<file path="src/rtl/mdw_pkg.sv">
package mdw_pkg;

   // ******************************************************
   // register map, byte addresses on the 8-bit port
   // ******************************************************
   localparam logic [7:0] MDW_ADDR_WIN_CTRL = 8'h28;
   localparam logic [7:0] MDW_ADDR_CFG = 8'h29;
   localparam logic [7:0] MDW_ADDR_PER_LO = 8'h2a;
   localparam logic [7:0] MDW_ADDR_PER_HI = 8'h2b;
   localparam logic [7:0] MDW_ADDR_STAT = 8'h2c;

   // ******************************************************
   // field positions
   // ******************************************************
   localparam int MDW_BIT_NO_PREFORMAT_GATE_WIN = 7;
   localparam int MDW_BIT_NO_SM_WIN = 6;
   localparam int MDW_BIT_NO_IDAM_WIN = 5;
   localparam int MDW_BIT_NO_DSM_WIN = 4;
   localparam int MDW_BIT_SIZE_1024 = 0;
   localparam int MDW_BIT_TOL_1P0 = 1;
   localparam int MDW_BIT_STAT_MISS = 2;

   // ******************************************************
   // reset values
   // ******************************************************
   localparam logic [7:0] MDW_CTRL_RST = 8'h00;
   localparam logic [7:0] MDW_CFG_RST = 8'h00;
   localparam logic [15:0] MDW_PERIOD_RST = 16'h02e0;

   // ******************************************************
   // timing counts in byte-times
   // ******************************************************
   localparam logic [15:0] MDW_PREFORMAT_GATE_OFF = 16'h002f; // 47 byte-times
   localparam logic [15:0] MDW_LEAD_512_P5 = 16'h0004;
   localparam logic [15:0] MDW_LEAD_1024_P5 = 16'h0008;
   localparam logic [15:0] MDW_LEAD_512_1P0 = 16'h0008;
   localparam logic [15:0] MDW_LEAD_1024_1P0 = 16'h0010;
   localparam logic [15:0] MDW_IDAM_WIN_START = 16'h0008;
   localparam logic [15:0] MDW_IDAM_WIN_END = 16'h0028;
   localparam logic [15:0] MDW_DATA_START = 16'h0030;
   localparam logic [15:0] MDW_DSM_WIN_START = 16'h003c;
   localparam logic [15:0] MDW_DSM_WIN_END = 16'h0050;

   // ******************************************************
   // types
   // ******************************************************
   typedef struct packed {
      logic [7:0] addr;
      logic [7:0] wdata;
      logic wr;
      logic rd;
   } mdw_bus_s;

   typedef struct packed {
      logic sm;
      logic idam;
      logic dsm;
   } mdw_det_s;

   typedef enum logic [1:0] {
      MDW_DS_WAIT = 2'h0,
      MDW_DS_HUNT = 2'h1,
      MDW_DS_DONE = 2'h3
   } mdw_dsm_e;

   // lead of the gate ahead of the nominal sector mark
   function automatic logic [15:0] mdw_lead(input logic size_1024, input logic tol_1p0);
      logic [15:0] v;
      v = MDW_LEAD_512_P5;
      case ({tol_1p0, size_1024})
         2'h0: v = MDW_LEAD_512_P5;
         2'h1: v = MDW_LEAD_1024_P5;
         2'h2: v = MDW_LEAD_512_1P0;
         2'h3: v = MDW_LEAD_1024_1P0;
         default: v = MDW_LEAD_512_P5;
      endcase
      return v;
   endfunction : mdw_lead

endpackage : mdw_pkg

</file>
<file path="src/rtl/mdw_byte_timer.sv">
`timescale 1ns/1ps
module mdw_byte_timer
   import mdw_pkg::*;
(
   input wire logic i_sys_clk,
   input wire logic i_rst,
   input wire logic i_byte_tick,
   input wire logic i_restart,
   input wire logic i_load,
   input wire logic [15:0] i_load_val,
   output logic [15:0] o_cnt
);

   logic [15:0] cnt_q;
   logic [15:0] cnt_d;

   // restart beats reload, reload beats counting
   assign cnt_d = i_restart ? 16'h0000 :
                  i_load ? i_load_val :
                  i_byte_tick ? cnt_q + 16'h0001 : cnt_q;

   // byte-time counter since the last sector mark
   always_ff @(posedge i_sys_clk or posedge i_rst)
   begin
      if (i_rst)
      begin
         cnt_q <= 16'h0000;
      end
      else
      begin
         cnt_q <= cnt_d;
      end
   end

   assign o_cnt = cnt_q;

endmodule : mdw_byte_timer

</file>
<file path="src/rtl/mdw_window_ctrl.sv">
// Added by the designer: the strobed register port.
`timescale 1ns/1ps
// Function
// RULE1: gate drops 47 bytes after sector mark
// RULE2: 0.5% tolerance lead 4 or 8 bytes
// RULE3: 1.0% tolerance lead 8 or 16 bytes
// RULE4: bit 7 holds gate continuously high
// RULE5: firmware uses continuous gate for write-once media
// RULE6: bit 6 clear windows sector mark detection
// RULE7: bit 6 set keeps sector mark detection active
// RULE8: bit 5 windows or opens address mark detection
// RULE9: bit 4 clear windows data sync detection
// RULE10: bit 4 set hunts data area until found
// RULE11: counter restarts at detected or expected mark
module mdw_window_ctrl
(
   input wire logic i_sys_clk,
   input wire logic i_rst,
   input wire logic i_byte_tick,
   input mdw_pkg::mdw_bus_s i_bus,
   input mdw_pkg::mdw_det_s i_det,
   output logic [7:0] o_rdata,
   output logic o_preformat_gate,
   output mdw_pkg::mdw_det_s o_accept,
   output logic o_sm_window,
   output logic o_sm_missed
);
   import mdw_pkg::*;

   // ******************************************************
   // registers
   // ******************************************************
   logic [7:0] ctrl_q;
   logic [7:0] ctrl_d;
   logic [7:0] cfg_q;
   logic [7:0] cfg_d;
   logic [15:0] period_q;
   logic [15:0] period_d;
   logic miss_q;
   logic miss_d;
   logic [7:0] rdata_q;
   logic [7:0] rdata_d;
   logic gate_q;
   logic gate_d;
   mdw_det_s acc_q;
   mdw_det_s acc_d;
   logic smw_q;
   mdw_dsm_e ds_q;
   mdw_dsm_e ds_d;

   // ******************************************************
   // byte timing
   // ******************************************************
   logic [15:0] cnt;
   logic [15:0] lead;
   logic [15:0] gate_on;
   logic [15:0] win_end;
   logic sm_win;
   logic idam_win;
   logic dsm_win;
   logic pre_area;
   logic data_area;
   logic sm_miss;
   logic restart;

   // lead, rise point and end of the sector mark window
   assign lead = mdw_lead(cfg_q[MDW_BIT_SIZE_1024], cfg_q[MDW_BIT_TOL_1P0]); // RULE2 RULE3
   assign gate_on = period_q - lead;
   assign win_end = period_q + lead;

   // window decodes from the byte counter
   assign sm_win = (cnt >= gate_on) && (cnt <= win_end);
   assign idam_win = (cnt >= MDW_IDAM_WIN_START) && (cnt <= MDW_IDAM_WIN_END);
   assign dsm_win = (cnt >= MDW_DSM_WIN_START) && (cnt <= MDW_DSM_WIN_END);
   assign pre_area = cnt < MDW_PREFORMAT_GATE_OFF;
   assign data_area = (cnt >= MDW_DATA_START) && (cnt < gate_on);

   // missed mark: expected position passed plus the whole lead
   assign sm_miss = i_byte_tick && (cnt >= win_end) && !acc_d.sm; // RULE11
   assign restart = acc_d.sm; // RULE11

   mdw_byte_timer u_timer
   (
      .i_sys_clk(i_sys_clk),
      .i_rst(i_rst),
      .i_byte_tick(i_byte_tick),
      .i_restart(restart),
      .i_load(sm_miss),
      .i_load_val(lead),
      .o_cnt(cnt)
   );

   // ******************************************************
   // detection qualification
   // ******************************************************
   logic ds_active;

   // sector mark: window or always open
   assign acc_d.sm = i_det.sm && (ctrl_q[MDW_BIT_NO_SM_WIN] || sm_win); // RULE6 RULE7
   // address mark: own window or the whole preformatted area
   assign acc_d.idam = i_det.idam && (ctrl_q[MDW_BIT_NO_IDAM_WIN] ? pre_area : idam_win); // RULE8
   // data sync: window, or hunt in data area until found
   assign ds_active = ctrl_q[MDW_BIT_NO_DSM_WIN] ? ((ds_q == MDW_DS_HUNT) && data_area) : dsm_win; // RULE9 RULE10
   assign acc_d.dsm = i_det.dsm && ds_active;

   // data sync hunt state per sector
   always_comb
   begin
      ds_d = ds_q;
      case (ds_q)
         MDW_DS_WAIT: ds_d = data_area ? MDW_DS_HUNT : MDW_DS_WAIT;
         MDW_DS_HUNT: ds_d = (acc_d.dsm || !data_area) ? MDW_DS_DONE : MDW_DS_HUNT; // RULE10
         MDW_DS_DONE: ds_d = MDW_DS_DONE;
         default: ds_d = MDW_DS_WAIT;
      endcase
      if (restart || sm_miss)
      begin
         ds_d = MDW_DS_WAIT;
      end
   end

   // ******************************************************
   // preformat gate
   // ******************************************************
   // low from 47 bytes after the mark until the lead point
   assign gate_d = ctrl_q[MDW_BIT_NO_PREFORMAT_GATE_WIN] ? 1'b1 : // RULE4
                   (pre_area || (cnt >= gate_on)); // RULE1

   // ******************************************************
   // register port
   // ******************************************************
   logic wr_ctrl;
   logic wr_cfg;
   logic wr_plo;
   logic wr_phi;
   logic wr_stat;

   function automatic logic hit(input mdw_bus_s b, input logic [7:0] a);
      return b.wr && (b.addr == a);
   endfunction : hit

   // write decodes
   assign wr_ctrl = hit(i_bus, MDW_ADDR_WIN_CTRL);
   assign wr_cfg = hit(i_bus, MDW_ADDR_CFG);
   assign wr_plo = hit(i_bus, MDW_ADDR_PER_LO);
   assign wr_phi = hit(i_bus, MDW_ADDR_PER_HI);
   assign wr_stat = hit(i_bus, MDW_ADDR_STAT);

   // next register values
   assign ctrl_d = wr_ctrl ? i_bus.wdata : ctrl_q;
   assign cfg_d = wr_cfg ? {6'h00, i_bus.wdata[1:0]} : cfg_q;
   assign period_d = {wr_phi ? i_bus.wdata : period_q[15:8], wr_plo ? i_bus.wdata : period_q[7:0]};
   // a miss in the clearing cycle wins over the clear
   assign miss_d = sm_miss || (miss_q && !(wr_stat && i_bus.wdata[MDW_BIT_STAT_MISS]));

   // read mux, zero for unmapped or idle cycles
   assign rdata_d = !i_bus.rd ? 8'h00 :
                    (i_bus.addr == MDW_ADDR_WIN_CTRL) ? ctrl_q :
                    (i_bus.addr == MDW_ADDR_CFG) ? cfg_q :
                    (i_bus.addr == MDW_ADDR_PER_LO) ? period_q[7:0] :
                    (i_bus.addr == MDW_ADDR_PER_HI) ? period_q[15:8] :
                    (i_bus.addr == MDW_ADDR_STAT) ? {gate_q, smw_q, idam_win, dsm_win,
                                                     (ds_q == MDW_DS_DONE), miss_q, 2'h0} :
                    8'h00;

   // software registers
   always_ff @(posedge i_sys_clk or posedge i_rst)
   begin
      if (i_rst)
      begin
         ctrl_q <= MDW_CTRL_RST;
         cfg_q <= MDW_CFG_RST;
         period_q <= MDW_PERIOD_RST;
         miss_q <= 1'b0;
         rdata_q <= 8'h00;
      end
      else
      begin
         ctrl_q <= ctrl_d;
         cfg_q <= cfg_d;
         period_q <= period_d;
         miss_q <= miss_d;
         rdata_q <= rdata_d;
      end
   end

   // timing outputs
   always_ff @(posedge i_sys_clk or posedge i_rst)
   begin
      if (i_rst)
      begin
         gate_q <= 1'b1;
         acc_q <= '0;
         smw_q <= 1'b0;
         ds_q <= MDW_DS_WAIT;
      end
      else
      begin
         gate_q <= gate_d;
         acc_q <= acc_d;
         smw_q <= sm_win;
         ds_q <= ds_d;
      end
   end

   assign o_rdata = rdata_q;
   assign o_preformat_gate = gate_q;
   assign o_accept = acc_q;
   assign o_sm_window = smw_q;
   assign o_sm_missed = miss_q;

   // ******************************************************
   // assertions
   // ******************************************************
   property p_gate_forced;
      @(posedge i_sys_clk) disable iff (i_rst)
      ctrl_q[MDW_BIT_NO_PREFORMAT_GATE_WIN] |=> o_preformat_gate;
   endproperty
   a_gate_forced: assert property (p_gate_forced) else $error("gate not held high"); // RULE4

   property p_gate_drop;
      @(posedge i_sys_clk) disable iff (i_rst)
      !ctrl_q[MDW_BIT_NO_PREFORMAT_GATE_WIN] && (cnt == 16'h002f) && (gate_on > 16'h002f) |=> !o_preformat_gate;
   endproperty
   a_gate_drop: assert property (p_gate_drop) else $error("gate not dropped at 47"); // RULE1

   property p_gate_up_before_drop;
      @(posedge i_sys_clk) disable iff (i_rst)
      !ctrl_q[MDW_BIT_NO_PREFORMAT_GATE_WIN] && (cnt == 16'h002e) |=> o_preformat_gate;
   endproperty
   a_gate_up_before_drop: assert property (p_gate_up_before_drop) else $error("gate low too early"); // RULE1

   property p_lead_p5;
      @(posedge i_sys_clk) disable iff (i_rst)
      !cfg_q[MDW_BIT_TOL_1P0] |-> (lead == (cfg_q[MDW_BIT_SIZE_1024] ? 16'h0008 : 16'h0004));
   endproperty
   a_lead_p5: assert property (p_lead_p5) else $error("wrong lead at 0.5 percent"); // RULE2

   property p_lead_1p0;
      @(posedge i_sys_clk) disable iff (i_rst)
      cfg_q[MDW_BIT_TOL_1P0] |-> (lead == (cfg_q[MDW_BIT_SIZE_1024] ? 16'h0010 : 16'h0008));
   endproperty
   a_lead_1p0: assert property (p_lead_1p0) else $error("wrong lead at 1.0 percent"); // RULE3

   property p_gate_rise;
      @(posedge i_sys_clk) disable iff (i_rst)
      !ctrl_q[MDW_BIT_NO_PREFORMAT_GATE_WIN] && (cnt == period_q - lead) |=> o_preformat_gate;
   endproperty
   a_gate_rise: assert property (p_gate_rise) else $error("gate not raised at lead point"); // RULE2

   property p_sm_windowed;
      @(posedge i_sys_clk) disable iff (i_rst)
      i_det.sm && !ctrl_q[MDW_BIT_NO_SM_WIN] && !sm_win |=> !o_accept.sm;
   endproperty
   a_sm_windowed: assert property (p_sm_windowed) else $error("mark taken outside window"); // RULE6

   property p_sm_open;
      @(posedge i_sys_clk) disable iff (i_rst)
      i_det.sm && ctrl_q[MDW_BIT_NO_SM_WIN] |=> o_accept.sm ##1 (cnt == 16'h0000) || $past(i_byte_tick);
   endproperty
   a_sm_open: assert property (p_sm_open) else $error("mark dropped with window off"); // RULE7

   property p_idam;
      @(posedge i_sys_clk) disable iff (i_rst)
      i_det.idam |=> (o_accept.idam == $past(ctrl_q[MDW_BIT_NO_IDAM_WIN] ? pre_area : idam_win));
   endproperty
   a_idam: assert property (p_idam) else $error("address mark qualification wrong"); // RULE8

   property p_dsm_windowed;
      @(posedge i_sys_clk) disable iff (i_rst)
      i_det.dsm && !ctrl_q[MDW_BIT_NO_DSM_WIN] && !dsm_win |=> !o_accept.dsm;
   endproperty
   a_dsm_windowed: assert property (p_dsm_windowed) else $error("sync taken outside window"); // RULE9

   property p_dsm_once;
      @(posedge i_sys_clk) disable iff (i_rst)
      ctrl_q[MDW_BIT_NO_DSM_WIN] && acc_d.dsm && !restart |=> (ds_q == MDW_DS_DONE) ##0 !acc_d.dsm;
   endproperty
   a_dsm_once: assert property (p_dsm_once) else $error("sync hunt not stopped"); // RULE10

   property p_restart;
      @(posedge i_sys_clk) disable iff (i_rst)
      acc_d.sm |=> (cnt == 16'h0000);
   endproperty
   a_restart: assert property (p_restart) else $error("counter not restarted"); // RULE11

   property p_miss_load;
      @(posedge i_sys_clk) disable iff (i_rst)
      sm_miss |=> (cnt == $past(lead)) && o_sm_missed;
   endproperty
   a_miss_load: assert property (p_miss_load) else $error("missed mark not handled"); // RULE11

endmodule : mdw_window_ctrl

</file>
<file path="config.mk">
export PLATFORM = sky130hd
export DESIGN_NAME = mdw_window_ctrl
export DESIGN_NICKNAME = d
export VERILOG_FILES = /design/src/rtl/mdw_pkg.sv /design/src/rtl/mdw_byte_timer.sv /design/src/rtl/mdw_window_ctrl.sv
export SDC_FILE = /design/constraint.sdc
export NUM_CORES = 1
export LEC_CHECK = 0
export BUFFER_PORTS_ARGS = -buffer_cell sky130_fd_sc_hd__buf_2
export CAP_MARGIN = 10
export CORE_ASPECT_RATIO = 1.75
export CORE_MARGIN = 2
export CORE_UTILIZATION = 30
export CTS_BUF_LIST = sky130_fd_sc_hd__clkbuf_4 sky130_fd_sc_hd__clkbuf_8
export CTS_CLUSTER_DIAMETER = 40
export DETAILED_ROUTE_END_ITERATION = 7
export GPL_ROUTABILITY_DRIVEN = 0
export SLEW_MARGIN = 20
export SYNTH_ARGS = -nofsm -noshare
export SYNTH_HDL_FRONTEND = slang
export SYNTH_SLANG_ARGS = --single-unit
</file>
<file path="constraint.sdc">
create_clock -name i_sys_clk -period 5.7 [get_ports i_sys_clk]
set_input_delay 1.14 -clock i_sys_clk [delete_from_list [all_inputs] [get_ports i_sys_clk]]
set_output_delay 1.14 -clock i_sys_clk [all_outputs]
set_load 0.01 [all_outputs]
</file>
==> reports/qor.yml, run 1 <==
outcome: "finished, final reports clean"
cp_max_fo: 20
grt_pass1_wl_um: 18400
wl_met1_um: 4400
start_util_pct: 30.9
via_count: 3495
ios: 38
multi_input_comb_area_mm2: 0.00256
dieArea_mm2: 0.0148
die_x_um: 93.0
synth_largest_area_cell: "dfrtp_1"
ys.flop_type: "dfrtp_1"
synth-edff-count: 0
post_cts_buffers: 0
drtIter0Drc: 156
numPortBuffers: 37
met2WireLength_um: 6080
dr.pass1.iters: 5
fillers: 1398
clk-insertion-delay-late_ns: 0.36
drv_cap: 0
ant_nets: 0
die_y_um: 160
power_density_mw_per_mm2: 281
cts_tree: "built"
yosysUniqueCellTypes: 52
grt-ovfl-total: 0
synth_top_area_share_pct: 31.9
min_period_ns: 4.81
clkTransAtPathRegs_ns: 0.07
syn_inst: 448
first_global_vias: 3597
tritoncts.num_buffers: 9
fin_cells: 660
switchingPower_mw: 0.468
required_ns: 5.92
tns_ns: 0
synth_seq_cells: 58
worstHoldPathType: "reg -> reg"
ctsHtreeMaxLevel: 3
grt_max_degree: 59
leakage_nw: 2.16
relSlewSlack_pct: 27.2
fmax_mhz: 208
hpwl_um: 8910
start_kind: "flip-flop"
fin_area_mm2: 0.00473
end_kind: "flip-flop"
highest_layer: "met4"
syn_nets: 515
crit_type: "reg -> reg"
synth_warnings: 0
antenna_cells: 0
grt_usage_pct: 16.0
wire_per_inst_um: 17.1
syn_area_mm2: 0.00415
ir_drop_mv: 0.139
drv_slew: 0
ys_seq_area_share_pct: 35.1
final_common_cell: "dfrtp_1"
cts_hold_buf: 0
worstMarginPinSlew_ns: 1.06
syn2layout_area_growth_pct: 13.9
synth_area_leaders: "dfrtp_1 (32%), ha_1 (12%), mux2_2 (6.8%)"
wl_um: 11300
antenna_found_initial: 0
placedCellCount: 644
async_flop_share_pct: 100
path_cells: "inv_1, ha_1, inv_1, ha_1, inv_1, nor2_1, o21ai_0, nand2_1, or3_1, xor2_1, ha_1, nand3_1, o221ai_1, a221oi_1, o21a_1, a21oi_1, o21a_1, a2111oi_0"
setup_viol: 0
final.setup_skew_ns: 0.00893
cts_sinks: 58
cts_resized: 0
clock-root-buffer: "clkbuf_8"
seq_area_mm2: 0.00146
timing_hold_violations_final: 0
met3_length_um: 318
final_cell_mix: "dfrtp_1 (53), nand2_1 (43), ha_1 (41)"
rsz0062_at_grt: "no"
seq_power_share_pct: 37.0
vias_per_cell: 5.30
drive_gt1_share_pct: 18.7
cts_buffer_depth: 2
sw_frac_of_total_pct: 35.2
placedInstanceArea_mm2: 0.00451
syn_avg_cell_area_um2: 9.27
period_share_pct: 84.5
cpPeakStageDelay_ns: 0.56
clockPowerShare_pct: 32.7
fp-row-count: 56
final_nets: 548
core_area_mm2: 0.0135
cp.arrival_ns: 5.03
p_comb_share_pct: 30.3
drc: 0
crit_path_top_delay_cell: "a221oi_1"
internal_power_mw: 0.863
[per-stage QoR]
step	total power [mW]	utilization [%]	hold slack [ns]	worst slack, ns
after floorplan	0.770	-	0.456	1.71
after global placement	0.884	33.5	0.487	1.01
after detailed placement	0.898	33.5	0.497	0.857
after CTS	1.34	35.2	0.512	0.850
after global routing	1.41	35.2	0.535	0.486
final	1.33	35.2	0.510	0.885
[sequential cells by signal (all words and copies together), names as in the netlist]
| name | cells |
|---|---|
| o_sm_missed | 1 |
| cfg_q | 2 |
| ctrl_q | 8 |
| o_rdata | 8 |
| u_timer.o_cnt | 16 |
| o_accept | 3 |
| ds_q | 2 |
| o_preformat_gate | 1 |
| period_q | 16 |
| o_sm_window | 1 |
[metal layers]
layer / GRT usage [%] / vias up
li1: - / 1694
met1: 17.2 / 1684
met3: 2.17 / 29
met5: 0 / -
met4: 9.49 / 0
met2: 29.0 / 88
[cell type report]
| class | count | share of cell area (%) |
|---|---|---|
| Inverter | 20 | 1.59 |
| Sequential cell | 58 | 30.8 |
| Tap cell | 174 | 4.60 |
| Clock inverter | 5 | 1.64 |
| Clock buffer | 11 | 3.07 |
| Timing Repair Buffer | 39 | 4.23 |
| Multi-Input combinational cell | 353 | 54.0 |
[power groups by stage]
| stage | Sequential (mW) | Combinational (mW) | Clock, mW |
|---|---|---|---|
| floorplan | 0.473 | 0.298 | 0 |
| global placement | 0.496 | 0.388 | 0 |
| detailed placement | 0.498 | 0.400 | 0 |
| CTS | 0.491 | 0.402 | 0.445 |
| global route | 0.498 | 0.451 | 0.463 |
| finish | 0.492 | 0.403 | 0.435 |
[logic make-up (layout without fill, tap and decap cells)]
group	count (synthesis)	after routing	synth area share, %
muxes	29	29	8.34
DFF	58	58	35.1
xor gates and xnor gates	26	26	5.48
AOI/OAI and AO/OA	92	92	14.7
buffers and inverters	37	75	3.37
and+or+nand+nor	163	163	19.7
adders and majority gates	43	43	13.3
[final timing paths]
check	slack [ns]	cells past startpoint	endpoint	start
worst min register to register	0.51	1	ctrl_q[2]	ctrl_q[2]
worst min-delay path	0.51	1	ctrl_q[2]	ctrl_q[2]
max in group asynchronous	4.25	3	ctrl_q[7]	i_rst
worst max register to register	0.89	18	ds_q[1]	cfg_q[0]
worst max-delay path	0.89	18	ds_q[1]	cfg_q[0]
min in group asynchronous	0.97	3	u_timer.o_cnt[3]	i_rst
[critical path: cells and delay by family, from the launching register on]
family                     cells  cell delay, ns
AOI/OAI and AO/OA              7            2.28
xor gates and xnor gates       1            0.15
adders and majority gates      3            0.87
buffers and inverters          3            0.27
DFF                            1            0.38
and+or+nand+nor                4            0.71
[cell usage after synthesis (all sizes together) (3+ instances only)]
master   n
a211oi  11
mux2    25
nand2b   7
o31ai    8
ha      41
nor4     3
nand3   16
a21oi   15
dfstp    5
nor3    18
a21boi   7
nor2    31
dfrtp   53
xnor2   11
or3      4
xor2    15
a22oi    3
or4      8
nand2   43
inv     20
nand4    4
and3     9
a21o     3
o21ai   24
clkbuf  16
o211ai   4
nor2b   12
No activity file was read; power rests on OpenSTA's default activity.
==> run 2: changes to the inputs <==
- clock period: 5.7 -> 4.59 ns (I/O delays scaled with it)
==> run 2 against run 1 <==
  * Total power up 21%
  * Design area up 3.4%
  * Via count up 4.9%
  * Core utilization up 1.2 points
  * Final cell count up 1.8%
  * Critical path depth up 1
  * Fmax up 9.4%
  * Clock-buffer cell count up 1
  * First-iteration DRC count up 29%
  * Non-clock buffer count up 10
  * Critical endpoint is now u_timer.o_cnt[8]
==> reports/qor.yml, run 2 (synthesis results as in run 1) <==
setup_viol: 0  # unchanged
ctsHtreeMaxLevel: 3  # unchanged
cts_buffer_depth: 2  # unchanged
numPortBuffers: 37  # unchanged
crit_type: "reg -> reg"
fin_area_mm2: 0.00489  # +3.4%
drtIter0Drc: 202  # +29%
relSlewSlack_pct: 37.7  # +10 points
via_count: 3668  # +4.9%
worstMarginPinSlew_ns: 0.934  # -0.130 ns
drv_cap: 0  # unchanged
antenna_cells: 0  # unchanged
start_kind: "flip-flop"
rsz0062_at_grt: "no"
final_cell_mix: "dfrtp_1 (53), nand2_1 (43), ha_1 (40)"
clkTransAtPathRegs_ns: 0.07  # about the same
grt_max_degree: 59  # unchanged
power_density_mw_per_mm2: 328  # +17%
multi_input_comb_area_mm2: 0.00266  # +4.1%
drv_slew: 0  # unchanged
timing_hold_violations_final: 0  # unchanged
fmax_mhz: 227  # +9.4%
core_area_mm2: 0.0135  # unchanged
pre_cts_ws_ns: 0.0685  # -0.788 ns
antenna_found_initial: 0  # unchanged
cts_sinks: 58  # unchanged
syn2layout_area_growth_pct: 17.7
first_global_vias: 3701  # +2.9%
cts_tree: "built"
cp_max_fo: 4  # -80%
vias_per_cell: 5.46  # +3.1%
dr.pass1.iters: 5  # unchanged
start_util_pct: 30.9  # unchanged
final_common_cell: "dfrtp_1"
period_share_pct: 95.8  # +11 points
final.setup_skew_ns: 0.0121  # +0.00317 ns
tns_ns: 0  # unchanged
setup_slack_ns: 0.191  # -0.694 ns
worstHoldPathType: "reg -> reg"
placedInstanceArea_mm2: 0.00458  # +1.6%
seq_area_mm2: 0.00146  # unchanged
die_y_um: 160  # unchanged
clk-insertion-delay-late_ns: 0.35  # about the same
wire_per_inst_um: 17.7  # +3.1%
p_total_mw: 1.60  # +21%
cp.arrival_ns: 4.64  # -0.39 ns
ant_nets: 0  # unchanged
min_period_ns: 4.40  # -0.416 ns
tritoncts.num_buffers: 9  # unchanged
leakage_nw: 2.23  # +3.3%
grt-ovfl-total: 0  # unchanged
drive_gt1_share_pct: 23.7  # +5.0 points
cts_hold_buf: 0  # unchanged
clock-root-buffer: "clkbuf_8"
ios: 38  # unchanged
ir_drop_mv: 0.197  # +42%
wl_um: 11900  # +4.9%
fillers: 1379  # -1.4%
outcome: "finished, final reports clean"
end_kind: "flip-flop"
hpwl_um: 8980  # +0.82%
grt_usage_pct: 16.2  # +0.21 points
die_x_um: 93.0  # unchanged
fp-row-count: 56  # unchanged
final_nets: 560  # +2.2%
dieArea_mm2: 0.0148  # unchanged
required_ns: 4.83  # -1.09 ns
grt_pass1_wl_um: 18900  # +3.1%
drc: 0  # unchanged
run 2: cell count changes in the layout (fill, tap and decap cells not counted), sizes merged:
cell,change
a31o,+2
bufinv,-2
clkinvlp,+1
clkbuf,+1
buf,+10
run 2: final cells by class:
type | count | area share [%]
timing repair buffer | 49 | 5.89
multi-input combinational | 355 | 54.4
clock buffer | 12 | 3.38
tap | 174 | 4.45
sequential | 58 | 29.8
inverter | 20 | 1.54
clock inverter | 4 | 0.512
run 2: worst max-delay path: stages, from the launching register on:
cell      delay [ns]
dfrtp_1         0.36
inv_1           0.09
ha_4            0.29
inv_2           0.05
ha_1            0.26
inv_1           0.07
a21oi_1         0.06
nor2_1          0.19
nor2_4          0.08
nor3_4          0.16
nand3_1         0.13
xor2_1          0.17
ha_1            0.32
and3_1          0.21
and3_1          0.20
a221oi_2        0.29
o211ai_1        0.27
a31o_2          0.35
or4_1           0.50
a211oi_1        0.23
run 2: metal layers:
layer | part of all wire (%) | track usage [%]
met1 | 37 | 17.0
met2 | 53 | 29.4
met3 | 3.8 | 2.69
met4 | 5.7 | 9.63
met5 | 0 | 0
run 2: worst paths after layout:
| path | from | endpoint | slack, ns | cells after the start |
|---|---|---|---|---|
| setup / recovery | cfg_q[0] | u_timer.o_cnt[8] | 0.19 | 19 |
| hold / removal | ctrl_q[2] | ctrl_q[2] | 0.51 | 1 |
| setup reg to reg | cfg_q[0] | u_timer.o_cnt[8] | 0.19 | 19 |
| hold reg to reg | ctrl_q[2] | ctrl_q[2] | 0.51 | 1 |
| max in group asynchronous | i_rst | ctrl_q[4] | 3.32 | 3 |
| min in group asynchronous | i_rst | u_timer.o_cnt[2] | 0.76 | 3 |
run 2: what timing repair did:
| action | in CTS | in global routing |
|---|---|---|
| resized for setup | 0 | 20 |
| endpoints found under the setup margin | 0 | 11 |
| setup buffers | 0 | 2 |
run 2: report_power, final:
part	internal, mW	switching, mW
combinational	0.224	0.319
sequential	0.546	0.0643
clock	0.238	0.213
total	1.01	0.596
run 2: per-stage QoR:
| stage | utilization, % | instances | hold WS (ns) |
|---|---|---|---|
| after global routing | 36.3 | 672 | 0.525 |
| after floorplan | - | 448 | 0.456 |
| after global placement | 34.0 | 652 | 0.488 |
| final | 36.3 | 672 | 0.507 |
| after detailed placement | 34.0 | 652 | 0.493 |
| after CTS | 35.5 | 668 | 0.509 |
